===== src/hw/pph_pkg.sv =====
// constants, register indices and carrier types of the parallel port handshake block
// assumes an APB master with 32-bit data; register byte address is four times its index
package pph_pkg;

    localparam int          ADDR_W            = 16;
    localparam int          DATA_W            = 32;
    localparam int          PORT_W            = 8;
    localparam int          IDX_W             = 14;

    // register indices, byte address = index * 4
    localparam logic [13:0] IDX_PORT_A        = 14'h1000;
    localparam logic [13:0] IDX_CTRL          = 14'h1002;
    localparam logic [13:0] IDX_PORT_C        = 14'h1003;
    localparam logic [13:0] IDX_PORT_B        = 14'h1004;
    localparam logic [13:0] IDX_LATCH         = 14'h1005;
    localparam logic [13:0] IDX_DIR_C         = 14'h1007;

    // control register reset: edge select and strobe polarity at one, rest zero
    localparam logic [7:0]  CTRL_RESET        = 8'h03;
    localparam logic [7:0]  CTRL_WRITE_MASK   = 8'h7F;
    localparam logic [7:0]  PORT_RESET        = 8'h00;
    localparam logic [7:0]  DIR_C_RESET       = 8'h00;
    localparam logic [7:0]  LATCH_RESET       = 8'h00;

    // strobe b pulse length in bus-clock cycles
    localparam logic [1:0]  STB_PULSE_CYCLES  = 2'h2;
    localparam logic [1:0]  STB_PULSE_IDLE    = 2'h0;

    typedef struct packed {
        logic strobeAFlag;
        logic strobeAIrqEnable;
        logic portCOpenDrain;
        logic fullHandshakeSelect;
        logic handshakeDirection;
        logic pulseSelect;
        logic strobeAEdgeSelect;
        logic strobeBPolarity;
    } pph_ctrl_t;

    typedef struct packed {
        logic [7:0] out;
        logic [7:0] oe;
    } pph_pin_drive_t;

    typedef enum logic [1:0] {
        MODE_SIMPLE,
        MODE_IN_HS,
        MODE_OUT_HS
    } pph_mode_t;

endpackage : pph_pkg


===== src/hw/pph_core.sv =====
// strobed and full-handshake parallel ports b and c with apb register access
// assumes pins are asynchronous to ref_clk; expAddrHigh comes from logic on ref_clk
//
// Behaviour
// RULE_01: strobe functions only in single-chip mode
// RULE_02: port b outputs data, else high address
// RULE_03: port b write pulses strobe b two cycles
// RULE_04: polarity bit sets strobe b active level
// RULE_05: strobe a edge captures port c pins
// RULE_06: port c stays general io meanwhile
// RULE_07: edge select picks falling or rising
// RULE_08: flag sets on edge, cleared by sequence
// RULE_09: interrupt enable gates flag request
// RULE_10: open-drain bit switches all eight outputs
// RULE_11: mode bit picks simple or full handshake
// RULE_12: direction bit valid only in full handshake
// RULE_13: pulse select: interlocked level or pulse
// RULE_14: input handshake: ready, latch, then negate
// RULE_15: reassert ready after latch register read
// RULE_16: input handshake allows mixed pin usage
// RULE_17: output handshake: latch write asserts strobe
// RULE_18: external side reads, then acknowledges strobe
// RULE_19: active strobe a drives latch on all lines
// RULE_20: three-state variation has no static inputs
// RULE_21: latch writes also update port c outputs
// RULE_22: reset clears port c direction bits
// RULE_23: interrupt is flag and enable
// RULE_24: output interlock negates on acknowledge edge
module pph_core
    import pph_pkg::*;
(
    input  wire logic                 ref_clk,
    input  wire logic                 sys_rst,
    input  wire logic [ADDR_W-1:0]    paddr,
    input  wire logic                 psel,
    input  wire logic                 penable,
    input  wire logic                 pwrite,
    input  wire logic [DATA_W-1:0]    pwdata,
    output logic                      pready,
    output logic      [DATA_W-1:0]    prdata,
    output logic                      pslverr,
    input  wire logic                 singleChipPin,
    input  wire logic [PORT_W-1:0]    portAPins,
    input  wire logic [PORT_W-1:0]    expAddrHigh,
    output logic      [PORT_W-1:0]    portBPins,
    input  wire logic [PORT_W-1:0]    portCIn,
    output pph_pin_drive_t            portCDrive,
    input  wire logic                 strobeAIn,
    output logic                      strobeBOut,
    output logic                      strobeAIrq
);

    pph_ctrl_t              ctrl_r;
    logic [PORT_W-1:0]      portBData_r;
    logic [PORT_W-1:0]      portCOutData_r;
    logic [PORT_W-1:0]      portCDir_r;
    logic [PORT_W-1:0]      latch_r;
    logic [DATA_W-1:0]      prdata_r;
    logic                   clearArmed_r;
    logic [1:0]             pulseCnt_r;
    logic                   readyLevel_r;
    logic                   strobeB_r;
    logic                   irq_r;
    logic [PORT_W-1:0]      portBPins_r;
    logic [PORT_W-1:0]      portCOut_r;
    logic [PORT_W-1:0]      portCOe_r;

    logic                   strASync1_r;
    logic                   strASync2_r;
    logic                   strADly_r;
    logic [PORT_W-1:0]      portCSync1_r;
    logic [PORT_W-1:0]      portCSync2_r;
    logic [PORT_W-1:0]      portASync1_r;
    logic [PORT_W-1:0]      portASync2_r;
    logic                   modeSync1_r;
    logic                   modeSync2_r;

    logic                   singleChip;
    logic                   strAEdge;
    logic                   strAActive;
    pph_mode_t              mode;
    logic                   interlocked;
    logic [IDX_W-1:0]       regIdx;
    logic                   setup;
    logic                   access;
    logic                   hit;
    logic                   wrCtrl;
    logic                   wrPortC;
    logic                   wrPortB;
    logic                   wrLatch;
    logic                   wrDirC;
    logic                   rdCtrl;
    logic                   rdLatch;
    logic                   flagClear;
    logic                   pulseLoad;
    logic                   levelSet;
    logic                   levelClr;
    logic                   stbActive;
    logic                   threeStateDrive;
    logic [PORT_W-1:0]      portCReadVal;
    logic [DATA_W-1:0]      readMux;

    // two-stage synchronisers for every pin input
    always_ff @(posedge ref_clk) begin
        if (sys_rst) begin
            strASync1_r  <= 1'b0;
            strASync2_r  <= 1'b0;
            strADly_r    <= 1'b0;
            portCSync1_r <= PORT_RESET;
            portCSync2_r <= PORT_RESET;
            portASync1_r <= PORT_RESET;
            portASync2_r <= PORT_RESET;
            modeSync1_r  <= 1'b0;
            modeSync2_r  <= 1'b0;
        end else begin
            strASync1_r  <= strobeAIn;
            strASync2_r  <= strASync1_r;
            strADly_r    <= strASync2_r;
            portCSync1_r <= portCIn;
            portCSync2_r <= portCSync1_r;
            portASync1_r <= portAPins;
            portASync2_r <= portASync1_r;
            modeSync1_r  <= singleChipPin;
            modeSync2_r  <= modeSync1_r;
        end
    end

    assign singleChip = modeSync2_r;
    // selected edge, suppressed outside single-chip mode
    assign strAEdge   = singleChip & (ctrl_r.strobeAEdgeSelect ? (strASync2_r & ~strADly_r)      // [RULE_07] [RULE_01]
                                                               : (~strASync2_r & strADly_r));
    assign strAActive = (strASync2_r == ctrl_r.strobeAEdgeSelect);

    always_comb begin
        mode = MODE_SIMPLE;
        case ({ctrl_r.fullHandshakeSelect, ctrl_r.handshakeDirection})                           // [RULE_11] [RULE_12]
            2'b10:   mode = MODE_IN_HS;
            2'b11:   mode = MODE_OUT_HS;
            default: mode = MODE_SIMPLE;
        endcase
    end

    assign interlocked = ctrl_r.fullHandshakeSelect & ~ctrl_r.pulseSelect;                       // [RULE_13]

    // apb decode, zero wait states
    assign regIdx  = paddr[ADDR_W-1:2];
    assign setup   = psel & ~penable;
    assign access  = psel & penable;
    assign hit     = (regIdx == IDX_PORT_A) | (regIdx == IDX_CTRL) | (regIdx == IDX_PORT_C) |
                     (regIdx == IDX_PORT_B) | (regIdx == IDX_LATCH) | (regIdx == IDX_DIR_C);
    assign wrCtrl  = access & pwrite & (regIdx == IDX_CTRL);
    assign wrPortC = access & pwrite & (regIdx == IDX_PORT_C);
    assign wrPortB = access & pwrite & (regIdx == IDX_PORT_B);
    assign wrLatch = access & pwrite & (regIdx == IDX_LATCH);
    assign wrDirC  = access & pwrite & (regIdx == IDX_DIR_C);
    assign rdCtrl  = access & ~pwrite & (regIdx == IDX_CTRL);
    assign rdLatch = access & ~pwrite & (regIdx == IDX_LATCH);
    assign pready  = 1'b1;
    assign pslverr = access & ~hit;

    // outputs read back their data, inputs read the pins
    assign portCReadVal = (portCDir_r & portCOutData_r) | (~portCDir_r & portCSync2_r);          // [RULE_06] [RULE_16]

    always_comb begin
        readMux = '0;
        case (regIdx)
            IDX_PORT_A: readMux[PORT_W-1:0] = portASync2_r;
            IDX_CTRL:   readMux[PORT_W-1:0] = ctrl_r;
            IDX_PORT_C: readMux[PORT_W-1:0] = portCReadVal;
            IDX_PORT_B: readMux[PORT_W-1:0] = portBData_r;
            IDX_LATCH:  readMux[PORT_W-1:0] = latch_r;
            IDX_DIR_C:  readMux[PORT_W-1:0] = portCDir_r;
            default:    readMux             = '0;
        endcase
    end

    // read data sampled in the setup cycle, held through access
    always_ff @(posedge ref_clk) begin
        if (sys_rst) begin
            prdata_r <= '0;
        end else if (setup & ~pwrite) begin
            prdata_r <= readMux;
        end
    end
    assign prdata = prdata_r;

    // data registers
    always_ff @(posedge ref_clk) begin
        if (sys_rst) begin
            portBData_r    <= PORT_RESET;
            portCOutData_r <= PORT_RESET;
            portCDir_r     <= DIR_C_RESET;                                                       // [RULE_22]
        end else begin
            if (wrPortB) begin
                portBData_r <= pwdata[PORT_W-1:0];
            end
            if (wrPortC | wrLatch) begin
                portCOutData_r <= pwdata[PORT_W-1:0];                                           // [RULE_21]
            end
            if (wrDirC) begin
                portCDir_r <= pwdata[PORT_W-1:0];
            end
        end
    end

    // latch: edge capture in input modes, software write otherwise
    always_ff @(posedge ref_clk) begin
        if (sys_rst) begin
            latch_r <= LATCH_RESET;
        end else if (strAEdge & (mode != MODE_OUT_HS)) begin
            latch_r <= portCSync2_r;                                                             // [RULE_05] [RULE_14]
        end else if (wrLatch) begin
            latch_r <= pwdata[PORT_W-1:0];                                                       // [RULE_21]
        end
    end

    // flag clear: control read with flag set, then latch access
    assign flagClear = clearArmed_r & ((mode == MODE_OUT_HS) ? wrLatch : rdLatch);               // [RULE_08]

    always_ff @(posedge ref_clk) begin
        if (sys_rst) begin
            clearArmed_r <= 1'b0;
        end else if (rdCtrl) begin
            clearArmed_r <= ctrl_r.strobeAFlag;
        end else if (flagClear) begin
            clearArmed_r <= 1'b0;
        end
    end

    // control register; flag is hardware-set and set wins over clear
    always_ff @(posedge ref_clk) begin
        if (sys_rst) begin
            ctrl_r <= CTRL_RESET;
        end else begin
            if (wrCtrl) begin
                ctrl_r[6:0] <= pwdata[6:0] & CTRL_WRITE_MASK[6:0];
            end
            if (strAEdge) begin
                ctrl_r.strobeAFlag <= 1'b1;                                                      // [RULE_08]
            end else if (flagClear) begin
                ctrl_r.strobeAFlag <= 1'b0;
            end
        end
    end

    // strobe b pulse generator
    always_comb begin
        pulseLoad = 1'b0;
        // entering input hs raises ready, entering output hs drops stale ready
        levelSet  = wrCtrl & pwdata[4] & ~pwdata[3];                                             // [RULE_14]
        levelClr  = wrCtrl & pwdata[4] & pwdata[3] & (mode != MODE_OUT_HS);                      // [RULE_17]
        case (mode)
            MODE_SIMPLE: begin
                pulseLoad = wrPortB;                                                             // [RULE_03]
            end
            MODE_IN_HS: begin
                pulseLoad = ctrl_r.pulseSelect & rdLatch;
                levelSet  = levelSet | rdLatch;                                                  // [RULE_15]
                levelClr  = levelClr | strAEdge;                                                 // [RULE_14]
            end
            MODE_OUT_HS: begin
                pulseLoad = ctrl_r.pulseSelect & wrLatch;
                levelSet  = levelSet | wrLatch;                                                  // [RULE_17]
                levelClr  = levelClr | strAEdge;                                                 // [RULE_24]
            end
            default: begin
                pulseLoad = 1'b0;
            end
        endcase
    end

    always_ff @(posedge ref_clk) begin
        if (sys_rst) begin
            pulseCnt_r <= STB_PULSE_IDLE;
        end else if (pulseLoad & singleChip) begin
            pulseCnt_r <= STB_PULSE_CYCLES;                                                      // [RULE_03] [RULE_13]
        end else if (pulseCnt_r != STB_PULSE_IDLE) begin
            pulseCnt_r <= pulseCnt_r - 2'h1;
        end
    end

    // interlocked level; a set in the same cycle as the edge wins
    always_ff @(posedge ref_clk) begin
        if (sys_rst) begin
            readyLevel_r <= 1'b0;
        end else if (levelSet) begin
            readyLevel_r <= 1'b1;
        end else if (levelClr) begin
            readyLevel_r <= 1'b0;                                                                // [RULE_14] [RULE_24]
        end
    end

    assign stbActive = singleChip & (interlocked ? readyLevel_r : (pulseCnt_r != STB_PULSE_IDLE));

    // strobe b pin, interrupt and port b pins
    always_ff @(posedge ref_clk) begin
        if (sys_rst) begin
            strobeB_r   <= 1'b0;
            irq_r       <= 1'b0;
            portBPins_r <= PORT_RESET;
        end else begin
            strobeB_r   <= ctrl_r.strobeBPolarity ? stbActive : ~stbActive;                      // [RULE_04]
            irq_r       <= ctrl_r.strobeAFlag & ctrl_r.strobeAIrqEnable;                         // [RULE_09] [RULE_23]
            portBPins_r <= singleChip ? portBData_r : expAddrHigh;                               // [RULE_02]
        end
    end
    assign strobeBOut = strobeB_r;
    assign strobeAIrq = irq_r;
    assign portBPins  = portBPins_r;

    // active strobe a in output handshake drives every line, no static inputs
    assign threeStateDrive = singleChip & (mode == MODE_OUT_HS) & strAActive;                    // [RULE_19] [RULE_20]

    genvar gi;
    generate
        for (gi = 0; gi < PORT_W; gi++) begin : g_port_c_pin_data
            logic drv;
            logic val;
            assign drv = singleChip & (portCDir_r[gi] | threeStateDrive);                        // [RULE_19] [RULE_01]
            assign val = threeStateDrive ? latch_r[gi] : portCOutData_r[gi];
            always_ff @(posedge ref_clk) begin
                if (sys_rst) begin
                    portCOut_r[gi] <= 1'b0;
                    portCOe_r[gi]  <= 1'b0;
                end else begin
                    portCOut_r[gi] <= val;
                    portCOe_r[gi]  <= drv & ~(ctrl_r.portCOpenDrain & val);                     // [RULE_10]
                end
            end
        end
    endgenerate
    assign portCDrive.out = portCOut_r;
    assign portCDrive.oe  = portCOe_r;

    logic stbOutActive;
    assign stbOutActive = (strobeB_r == ctrl_r.strobeBPolarity);

    strobe_b_out_pulse_len_a: assert property (@(posedge ref_clk) disable iff (sys_rst)                  // [RULE_03]
        (wrPortB && mode == MODE_SIMPLE && singleChip && !wrCtrl) |-> ##2 stbOutActive [*2])
        else $error("strobe b pulse after port b write is not two cycles");

    strobe_b_out_idle_level_a: assert property (@(posedge ref_clk) disable iff (sys_rst)                 // [RULE_04]
        !singleChip |=> (strobeB_r == !$past(ctrl_r.strobeBPolarity)))
        else $error("strobe b idle level does not follow polarity");

    latch_capture_a: assert property (@(posedge ref_clk) disable iff (sys_rst)                   // [RULE_05]
        (strAEdge && mode != MODE_OUT_HS) |=> (latch_r == $past(portCSync2_r)))
        else $error("latch did not capture port c on strobe a edge");

    flag_set_a: assert property (@(posedge ref_clk) disable iff (sys_rst)                        // [RULE_08]
        strAEdge |=> ctrl_r.strobeAFlag [*1] ##1 (strobeAIrq == ctrl_r.strobeAIrqEnable || $changed(ctrl_r)))
        else $error("strobe a flag or interrupt missing after edge");

    irq_gate_a: assert property (@(posedge ref_clk) disable iff (sys_rst)                        // [RULE_09]
        (!ctrl_r.strobeAIrqEnable || !ctrl_r.strobeAFlag) |=> !strobeAIrq)
        else $error("interrupt raised while gated");

    open_drain_a: assert property (@(posedge ref_clk) disable iff (sys_rst)                      // [RULE_10]
        $past(ctrl_r.portCOpenDrain) |-> ((portCDrive.oe & portCDrive.out) == '0))
        else $error("open-drain port c line driven high");

    in_hs_negate_a: assert property (@(posedge ref_clk) disable iff (sys_rst)                    // [RULE_14]
        (mode == MODE_IN_HS && interlocked && strAEdge && !levelSet && !wrCtrl) |=> !readyLevel_r ##1 !stbOutActive)
        else $error("ready not negated after input strobe");

    in_hs_reassert_a: assert property (@(posedge ref_clk) disable iff (sys_rst)                  // [RULE_15]
        (mode == MODE_IN_HS && interlocked && rdLatch && singleChip && !wrCtrl) |-> ##2 stbOutActive)
        else $error("ready not reasserted after latch read");

    out_hs_assert_a: assert property (@(posedge ref_clk) disable iff (sys_rst)                   // [RULE_17]
        (mode == MODE_OUT_HS && wrLatch && singleChip && !wrCtrl) |-> ##2 stbOutActive)
        else $error("strobe b not asserted after latch write");

    three_state_drive_a: assert property (@(posedge ref_clk) disable iff (sys_rst)               // [RULE_19]
        (threeStateDrive && !ctrl_r.portCOpenDrain) |=> (portCDrive.out == $past(latch_r)) && (portCDrive.oe == '1))
        else $error("latch not driven on all lines while strobe a active");

    reset_dir_a: assert property (@(posedge ref_clk)                                             // [RULE_22]
        $fell(sys_rst) |-> (portCDir_r == '0 && portCDrive.oe == '0))
        else $error("port c direction not cleared by reset");

    expanded_quiet_a: assert property (@(posedge ref_clk) disable iff (sys_rst)                  // [RULE_01]
        (!$past(sys_rst) && $past(!singleChip)) |-> (portCDrive.oe == '0 && portBPins == $past(expAddrHigh)))
        else $error("port activity outside single-chip mode");

endmodule : pph_core


===== config.mk =====
export PLATFORM = sky130hd
export DESIGN_NAME = pph_core
export DESIGN_NICKNAME = d
export VERILOG_FILES = /design/src/hw/pph_pkg.sv /design/src/hw/pph_core.sv
export SDC_FILE = /design/constraint.sdc
export NUM_CORES = 1
export LEC_CHECK = 0
export ABC_AREA = 1
export BUFFER_PORTS_ARGS = -buffer_cell sky130_fd_sc_hd__buf_2
export CAP_MARGIN = 20
export CORE_ASPECT_RATIO = 1.1
export CORE_MARGIN = 2
export CORE_UTILIZATION = 47
export DETAILED_ROUTE_END_ITERATION = 10
export PLACE_DENSITY = 0.76
export SYNTH_ARGS = -nofsm -noshare
export SYNTH_HDL_FRONTEND = slang
export SYNTH_SLANG_ARGS = --single-unit
export TNS_END_PERCENT = 10

===== constraint.sdc =====
create_clock -name ref_clk -period 1.3 [get_ports ref_clk]
set_input_delay 0.26 -clock ref_clk [delete_from_list [all_inputs] [get_ports ref_clk]]
set_output_delay 0.26 -clock ref_clk [all_outputs]
set_load 0.005 [all_outputs]

[After elaboration in Yosys (flattened, before gate mapping)]
Cells that the tools add are included.
Word-level totals
  bits in registers: 115
  bits of input ports: 79
  word-level logic and storage cells: 185
Operators by class
  add/sub/neg operators: 1
  eq/ne operators: 12
  mux-type cells: 27
  bitwise operators: 91
  reduce and logical (&&, ||, !) cells: 9
Operator list (count)
  14-bit by 13-bit equality test with 1-bit output (second input constant): 6
  1-bit bitwise AND: 54
  8-bit one-hot mux with 6 select lines: 1
  8-bit 2-to-1 mux: 3
  1-bit 2-to-1 mux: 18
  1-bit OR: 17
  8-bit bitwise AND: 2
  1-bit inverter: 16
  2-bit nonzero test: 6
  8-bit inverter: 1
  8-bit OR: 1
  2-bit equality test (second input constant): 3
  2-bit 2-to-1 mux: 2
  2-bit one-hot mux with 2 select lines: 1
  2-bit OR reduction: 2
  1-bit one-hot mux with 3 select lines: 1
  2-bit by 1-bit equality test with 1-bit output (second input constant): 1
  2-bit logical NOT: 1
  2-bit != test (second input constant): 1
  1-bit one-hot mux with 2 select lines: 1
  2-bit by 1-bit subtractor with 2-bit output (second input constant): 1
  1-bit equality test: 1

[Logic depth before layout (Yosys ltp)]
  word-level depth: 10
  gate-level depth with buffers: 12
  depth with buffers taken out: 11

[Worst setup path after synthesis]
OpenSTA, ideal clock, no wires.
  path kind: register to register
  start: register modeSync2_r
  end: register portCOe_r[0], in the netlist portCDrive[0]
  arrival: 1273 ps
  path slack: -84 ps
  cell stages (with the launch flop): 11
  period minus slack after synthesis: 1384 ps
  cell sequence: dfxtp_1 buf_4 inv_1 a21oi_1 nand3_4 buf_2 nand2_1 o21a_1 nand2_1 nand3_1 inv_1
Between the ends
  longest elaborated chain between the ends: 6
  elaborated cells between the ends (all ways): 8
  classes of those cells: mux (1); bitwise (7)
RTL lines
  from (decl): RTL line pph_core.sv:76  | logic modeSync2_r;
  from (signal assigned): RTL line pph_core.sv:124  | modeSync2_r <= modeSync1_r;
  1-bit bitwise AND (2 in series): RTL line pph_core.sv:312  | assign threeStateDrive = singleChip & (mode == MODE_OUT_HS) & strAActive;
  1-bit 2-to-1 mux: RTL line pph_core.sv:320  | assign val = threeStateDrive ? latch_r[gi] : portCOutData_r[gi];
  1-bit bitwise AND: RTL line pph_core.sv:327  | portCOe_r[gi] <= drv & ~(ctrl_r.portCOpenDrain & val);
  1-bit inverter: RTL line pph_core.sv:327
  1-bit bitwise AND *: RTL line pph_core.sv:327
  to (signal, indexed assignment): RTL line pph_core.sv:327
  to (decl): RTL line pph_core.sv:66  | logic [PORT_W-1:0] portCOe_r;
Every way passes the cells marked *; elsewhere a longest branch is shown, timed or not.
A chain may end at the register's enable or synchronous reset.

[Worst setup path after layout]
  start: register ctrl_r[1] in the netlist's numbering
  end: register latch_r[2]
Between the ends
  longest elaborated chain between the ends: 4
  elaborated cells between the ends (all ways): 5
  classes of those cells: mux (2); bitwise (2); reduce/logical (1)
RTL lines
  from (decl): RTL line pph_core.sv:53  | pph_ctrl_t ctrl_r;
  1-bit 2-to-1 mux *: RTL line pph_core.sv:130  | assign strAEdge = singleChip & (ctrl_r.strobeAEdgeSelect ? (strASync2_r & ~strADly_r)
  1-bit bitwise AND *: RTL line pph_core.sv:130
  1-bit bitwise AND *: RTL line pph_core.sv:210  | end else if (strAEdge & (mode != MODE_OUT_HS)) begin
  8-bit 2-to-1 mux or 2-bit nonzero test (tied branches)
  to (signal assigned): RTL line pph_core.sv:211  | latch_r <= portCSync2_r;
  to (signal assigned): RTL line pph_core.sv:213  | latch_r <= pwdata[PORT_W-1:0];
  to (decl): RTL line pph_core.sv:57  | logic [PORT_W-1:0] latch_r;
Marked as above.

==> impl_summary.log <==
[metrics] outcome: complete, but fails checks
[metrics] failing checks: negative setup slack
[metrics] final global-route overflow total: 0
[metrics] Setup crit start kind: flip-flop
[metrics] fraction of final layout cells sized beyond drive strength 1: 0.272
[metrics] number of standard cells in the final layout excluding fillers: 991
[metrics] fraction of synthesized area in multiplexers: 0
[metrics] standard cell with the maximum stage delay on the critical path: sky130_fd_sc_hd__dfxtp_4
[metrics] shortest period the worst path allows: roughly 1.4 ns
[metrics] clock sink total: 115
[metrics] type of destination of the critical path: flip-flop
[metrics] Worst Hold Margin: 0.0436 ns
[metrics] Net Switching: 1.87 mW
[metrics] worst-case setup margin in the final layout: -0.139 ns
[metrics] buffer type at the clock tree root: sky130_fd_sc_hd__clkbuf_16
[metrics] height of the die: 112 um
[metrics] via count of the first global-routing pass: about 4500
[metrics] starting utilization of the core area: 0.482
[metrics] kind of cell adding the most delay to the critical path: compound AO/OA/AOI/OAI gates
[metrics] source-to-sink clock delay at the later pin of the worst-skew pair: 0.42 ns
[metrics] number of buffers added by the clock tree synthesis step: 17
[metrics] maximum number of pins on one net before global-route repair: 50
[metrics] Yosys warnings: 0
[metrics] count of nets after finishing: slightly above 900
[metrics] design internal power: between 6 and 7 mW
[metrics] number of detailed-routing iterations run before antenna repair: 5
[metrics] synthesized-area fraction occupied by adder cells: 0.00500
[metrics] slowest stage delay, CP: between 0.3 and 0.4 ns
[metrics] core area: a little over 0.01 mm^2
[metrics] placer's final routability congestion estimate: 0.969
[metrics] Yosys top cell by area: sky130_fd_sc_hd__dfxtp_1
[metrics] area overhead of the layout relative to synthesis: 33.5%
[metrics] combined area of all synthesized cells: around 0.005 mm^2
[metrics] number of buffers added on ports: between 80 and 90
[metrics] all-layer global routing usage: 0.236
[metrics] cell depth of the worst hold path: 3
[metrics] number of cells traversed by the worst register-to-register path: 8
[metrics] clock network fraction of total power: 0.533
[metrics] net switching fraction of the power: 0.212
[metrics] count of endpoints failing hold in the final timing report: 0
[metrics] drc violations: 0
[metrics] cell types with the largest area share after synthesis: sky130_fd_sc_hd__dfxtp_1 (46%), sky130_fd_sc_hd__inv_1 (8.0%), sky130_fd_sc_hd__nor2_1 (7.3%)
[metrics] final-layout setup total negative slack: -1.92 ns
[metrics] number of primary I/O pins: 139
[metrics] Buffers & Inverters on Critical Path: 2
[metrics] area fraction of the dominant cell type after synthesis: 0.460
[metrics] main combinational cell family by area after synthesis: simple AND/OR/NAND/NOR gates
[metrics] global-route wire length before repair: 20800 um
[metrics] chain of cells forming the critical path: inv_4, nand2_2, o21a_1, nand2_4, o21ai_4, buf_4, o21ai_0, nor2_1
[metrics] static leakage power: 3.28 nW
[metrics] parity-gate share of the synthesized area counting xor and xnor cells: 0
[metrics] via/cell ratio: approximately 5
[metrics] Via Count: between 4000 and 5000
[metrics] crit-path max FO: 12
[metrics] routed wirelength normalized by instance count: roughly 14 um
[metrics] number of levels in the clock H-tree: 4
[metrics] final routed wirelength across all metal layers: 13500 um
[metrics] unrepaired setup endpoints after global routing: true
[metrics] data required time at the worst endpoint: 1.65 ns
[metrics] logic depth of the worst setup path including buffers: 8
[metrics] total instance count after detailed placement: 947
[metrics] power density over cell area: ~1300 mW/mm^2
[metrics] total of flip-flops plus latches after synthesis: between 100 and 150
[metrics] width of the die: 102 um
[metrics] Worst Skew: 0.00600 ns
[metrics] max-capacitance violation count: 0
[metrics] number of antenna violations at the first check in global routing: 0
[metrics] Synth Instances: between 600 and 700
[metrics] Detail Route Antenna Nets: 0
[metrics] FP Rows: 39
[metrics] share of synthesized cell area in and, or, nand and nor gates: 0.235
[metrics] maximum buffer depth of the clock tree: 2
[metrics] Min-Delay Path Class: input pin to flip-flop
[metrics] die area: between 0.01 and 0.015 mm^2
[metrics] startpoint-to-endpoint class of the critical path: flip-flop to flip-flop
[metrics] clock-pin transition on the worst setup and hold timing paths: around 0.050 ns
[metrics] period utilisation layout: 1.11
[metrics] sequential cell fraction of total power: 0.414
[metrics] final antenna diode count: 0
[metrics] number of pins exceeding their max-slew limit in the final report: 0
[metrics] maximum achievable frequency: 0.695 GHz
[metrics] Setup violations, final: 25
[metrics] clock tree from TritonCTS: built
[metrics] number of library cell types mapped by synthesis: 29
[metrics] share of the yosys chip area belonging to registers: 0.460
[metrics] mean cell area of the mapped netlist: slightly above 7 um^2
[metrics] DP HPWL: approximately 9200 um
[metrics] data arrival at the endpoint of the critical path: between 1.5 and 2 ns
[metrics] maximum VDD drop: 0.967 mV
[metrics] combinational group share of total power: 0.053
[metrics] post-synthesis compound-gate area fraction: 0.150
[metrics] DRT iter0 DRCs: ~390
-- cell usage after synthesis --
master                     count
sky130_fd_sc_hd__nand3_4       1
sky130_fd_sc_hd__ha_1          2
sky130_fd_sc_hd__o21ai_0      67
sky130_fd_sc_hd__buf_6         3
sky130_fd_sc_hd__nand4_2       1
sky130_fd_sc_hd__a21oi_1      52
sky130_fd_sc_hd__inv_1       106
sky130_fd_sc_hd__nand2_4       1
sky130_fd_sc_hd__nand3_1      52
sky130_fd_sc_hd__o311ai_0      1
sky130_fd_sc_hd__clkbuf_1     16
sky130_fd_sc_hd__nand2_2       2
sky130_fd_sc_hd__nand2_1      91
sky130_fd_sc_hd__o21ai_4       1
sky130_fd_sc_hd__nor2_1       97
sky130_fd_sc_hd__nor2_4        1
sky130_fd_sc_hd__buf_2         7
sky130_fd_sc_hd__nor2_2        4
sky130_fd_sc_hd__o21ai_1       8
sky130_fd_sc_hd__nand4_1       5
sky130_fd_sc_hd__dfxtp_1     115
sky130_fd_sc_hd__nand3b_1      1
sky130_fd_sc_hd__buf_4        26
sky130_fd_sc_hd__inv_2         6
sky130_fd_sc_hd__nor3_1       10
sky130_fd_sc_hd__nor2_8        1
sky130_fd_sc_hd__nor3_2        1
sky130_fd_sc_hd__conb_1        2
sky130_fd_sc_hd__o21a_1       12
-- flip-flops by register name, summed over array words and instances, names as in the netlist, 2 cells and up --
register        cells
ctrl_r              8
latch_r             8
portASync1_r        8
portASync2_r        8
portBData_r         8
portBPins           8
portCDir_r          8
portCDrive         16
portCOutData_r      8
portCSync1_r        8
portCSync2_r        8
prdata              8
pulseCnt_r          2
-- cells in the final DEF, fill, tap and decap left out, types with 4 or more instances in the layout --
cell type | netlist | final
sky130_fd_sc_hd__dfxtp_1 | 115 | 111
sky130_fd_sc_hd__inv_1 | 106 | 100
sky130_fd_sc_hd__nor2_1 | 97 | 89
sky130_fd_sc_hd__nand2_1 | 91 | 86
sky130_fd_sc_hd__buf_2 | 7 | 84
sky130_fd_sc_hd__o21ai_0 | 67 | 60
sky130_fd_sc_hd__buf_4 | 26 | 58
sky130_fd_sc_hd__nand3_1 | 52 | 50
sky130_fd_sc_hd__a21oi_1 | 52 | 49
sky130_fd_sc_hd__conb_1 | 2 | 25
sky130_fd_sc_hd__clkbuf_16 | 0 | 17
sky130_fd_sc_hd__o21ai_1 | 8 | 15
sky130_fd_sc_hd__o21a_1 | 12 | 12
sky130_fd_sc_hd__inv_2 | 6 | 11
sky130_fd_sc_hd__nor2_2 | 4 | 9
sky130_fd_sc_hd__nor3_1 | 10 | 9
sky130_fd_sc_hd__buf_6 | 3 | 6
sky130_fd_sc_hd__nor2_4 | 1 | 5
sky130_fd_sc_hd__nand4_1 | 5 | 5
sky130_fd_sc_hd__nand2_2 | 2 | 4
sky130_fd_sc_hd__nand2_4 | 1 | 4
-- power groups by stage --
stage | Combinational [mW] | Clock [mW] | Sequential, mW
detailed placement | 0.427 | 0 | 3.72
CTS | 0.435 | 4.76 | 3.65
finish | 0.470 | 4.70 | 3.65
floorplan | 0.267 | 0 | 3.72
global placement | 0.422 | 0 | 3.72
global route | 0.525 | 4.95 | 3.65
-- worst paths after layout --
kind / from / end / slack (ns)
worst max-delay path: ctrl_r[1]$_SDFFE_PP1N_ / latch_r[2]$_SDFFE_PP0P_ / -0.14
worst min-delay path: portAPins[7] / portASync1_r[7]$_SDFF_PP0_ / 0.04
worst max register to register: ctrl_r[1]$_SDFFE_PP1N_ / latch_r[2]$_SDFFE_PP0P_ / -0.14
worst min register to register: strASync1_r$_SDFF_PP0_ / strASync2_r$_SDFF_PP0_ / 0.39
-- per-stage QoR --
stage / power [mW] / instance area, um^2 / worst slack, ns / util
after global routing: 9.13 / 6680 / -0.232 / 0.643
after global placement: 4.14 / 5840 / -0.343 / 0.561
after floorplan: 3.98 / 5130 / -0.00494 / -
final: 8.82 / 6680 / -0.139 / 0.643
after detailed placement: 4.15 / 5840 / -0.341 / 0.561
after CTS: 8.84 / 6540 / -0.163 / 0.629
-- per-layer routing --
layer	wire, um	track usage	vias to the layer above
met5	0	0	-
met2	6170	0.365	263
met1	5420	0.293	2159
met4	604	0.141	0
met3	1280	0.0598	58
li1	-	-	2429
-- worst register-to-register path, cell delays in order (launching register included) --
cell and delay, ns:
sky130_fd_sc_hd__dfxtp_4 0.37, sky130_fd_sc_hd__inv_4 0.04, sky130_fd_sc_hd__nand2_2 0.05, sky130_fd_sc_hd__o21a_1 0.17, sky130_fd_sc_hd__nand2_4 0.09, sky130_fd_sc_hd__o21ai_4 0.30
sky130_fd_sc_hd__buf_4 0.19, sky130_fd_sc_hd__o21ai_0 0.07, sky130_fd_sc_hd__nor2_1 0.09
-- timing repair --
action                     in CTS  in global routing
buffers inserted                4                  5
hold buffers                    0                  0
pin swaps                       6                 11
setup endpoints to repair      28                 34
gates cloned                    2                  1
gates resized for setup        16                 30
-- final cells by class --
class	instances	area, um^2
tap	143	179
inverter	112	423
clock buffer	23	478
fill	880	3710
clock inverter	9	128
multi-input combinational	439	2200
sequential	115	2310
timing repair buffer	150	963
-- cell families (layout without fill, tap and decap cells) --
kind of cell / after synthesis / in the layout
AO/OA/AOI/OAI: 141 / 141
AND/OR/NAND/NOR: 268 / 271
flip-flops: 115 / 115
adder cells (fa/ha/maj): 2 / 2
other: 2 / 25
buffers and inverters: 164 / 294
No activity file was read; power rests on OpenSTA's default activity.
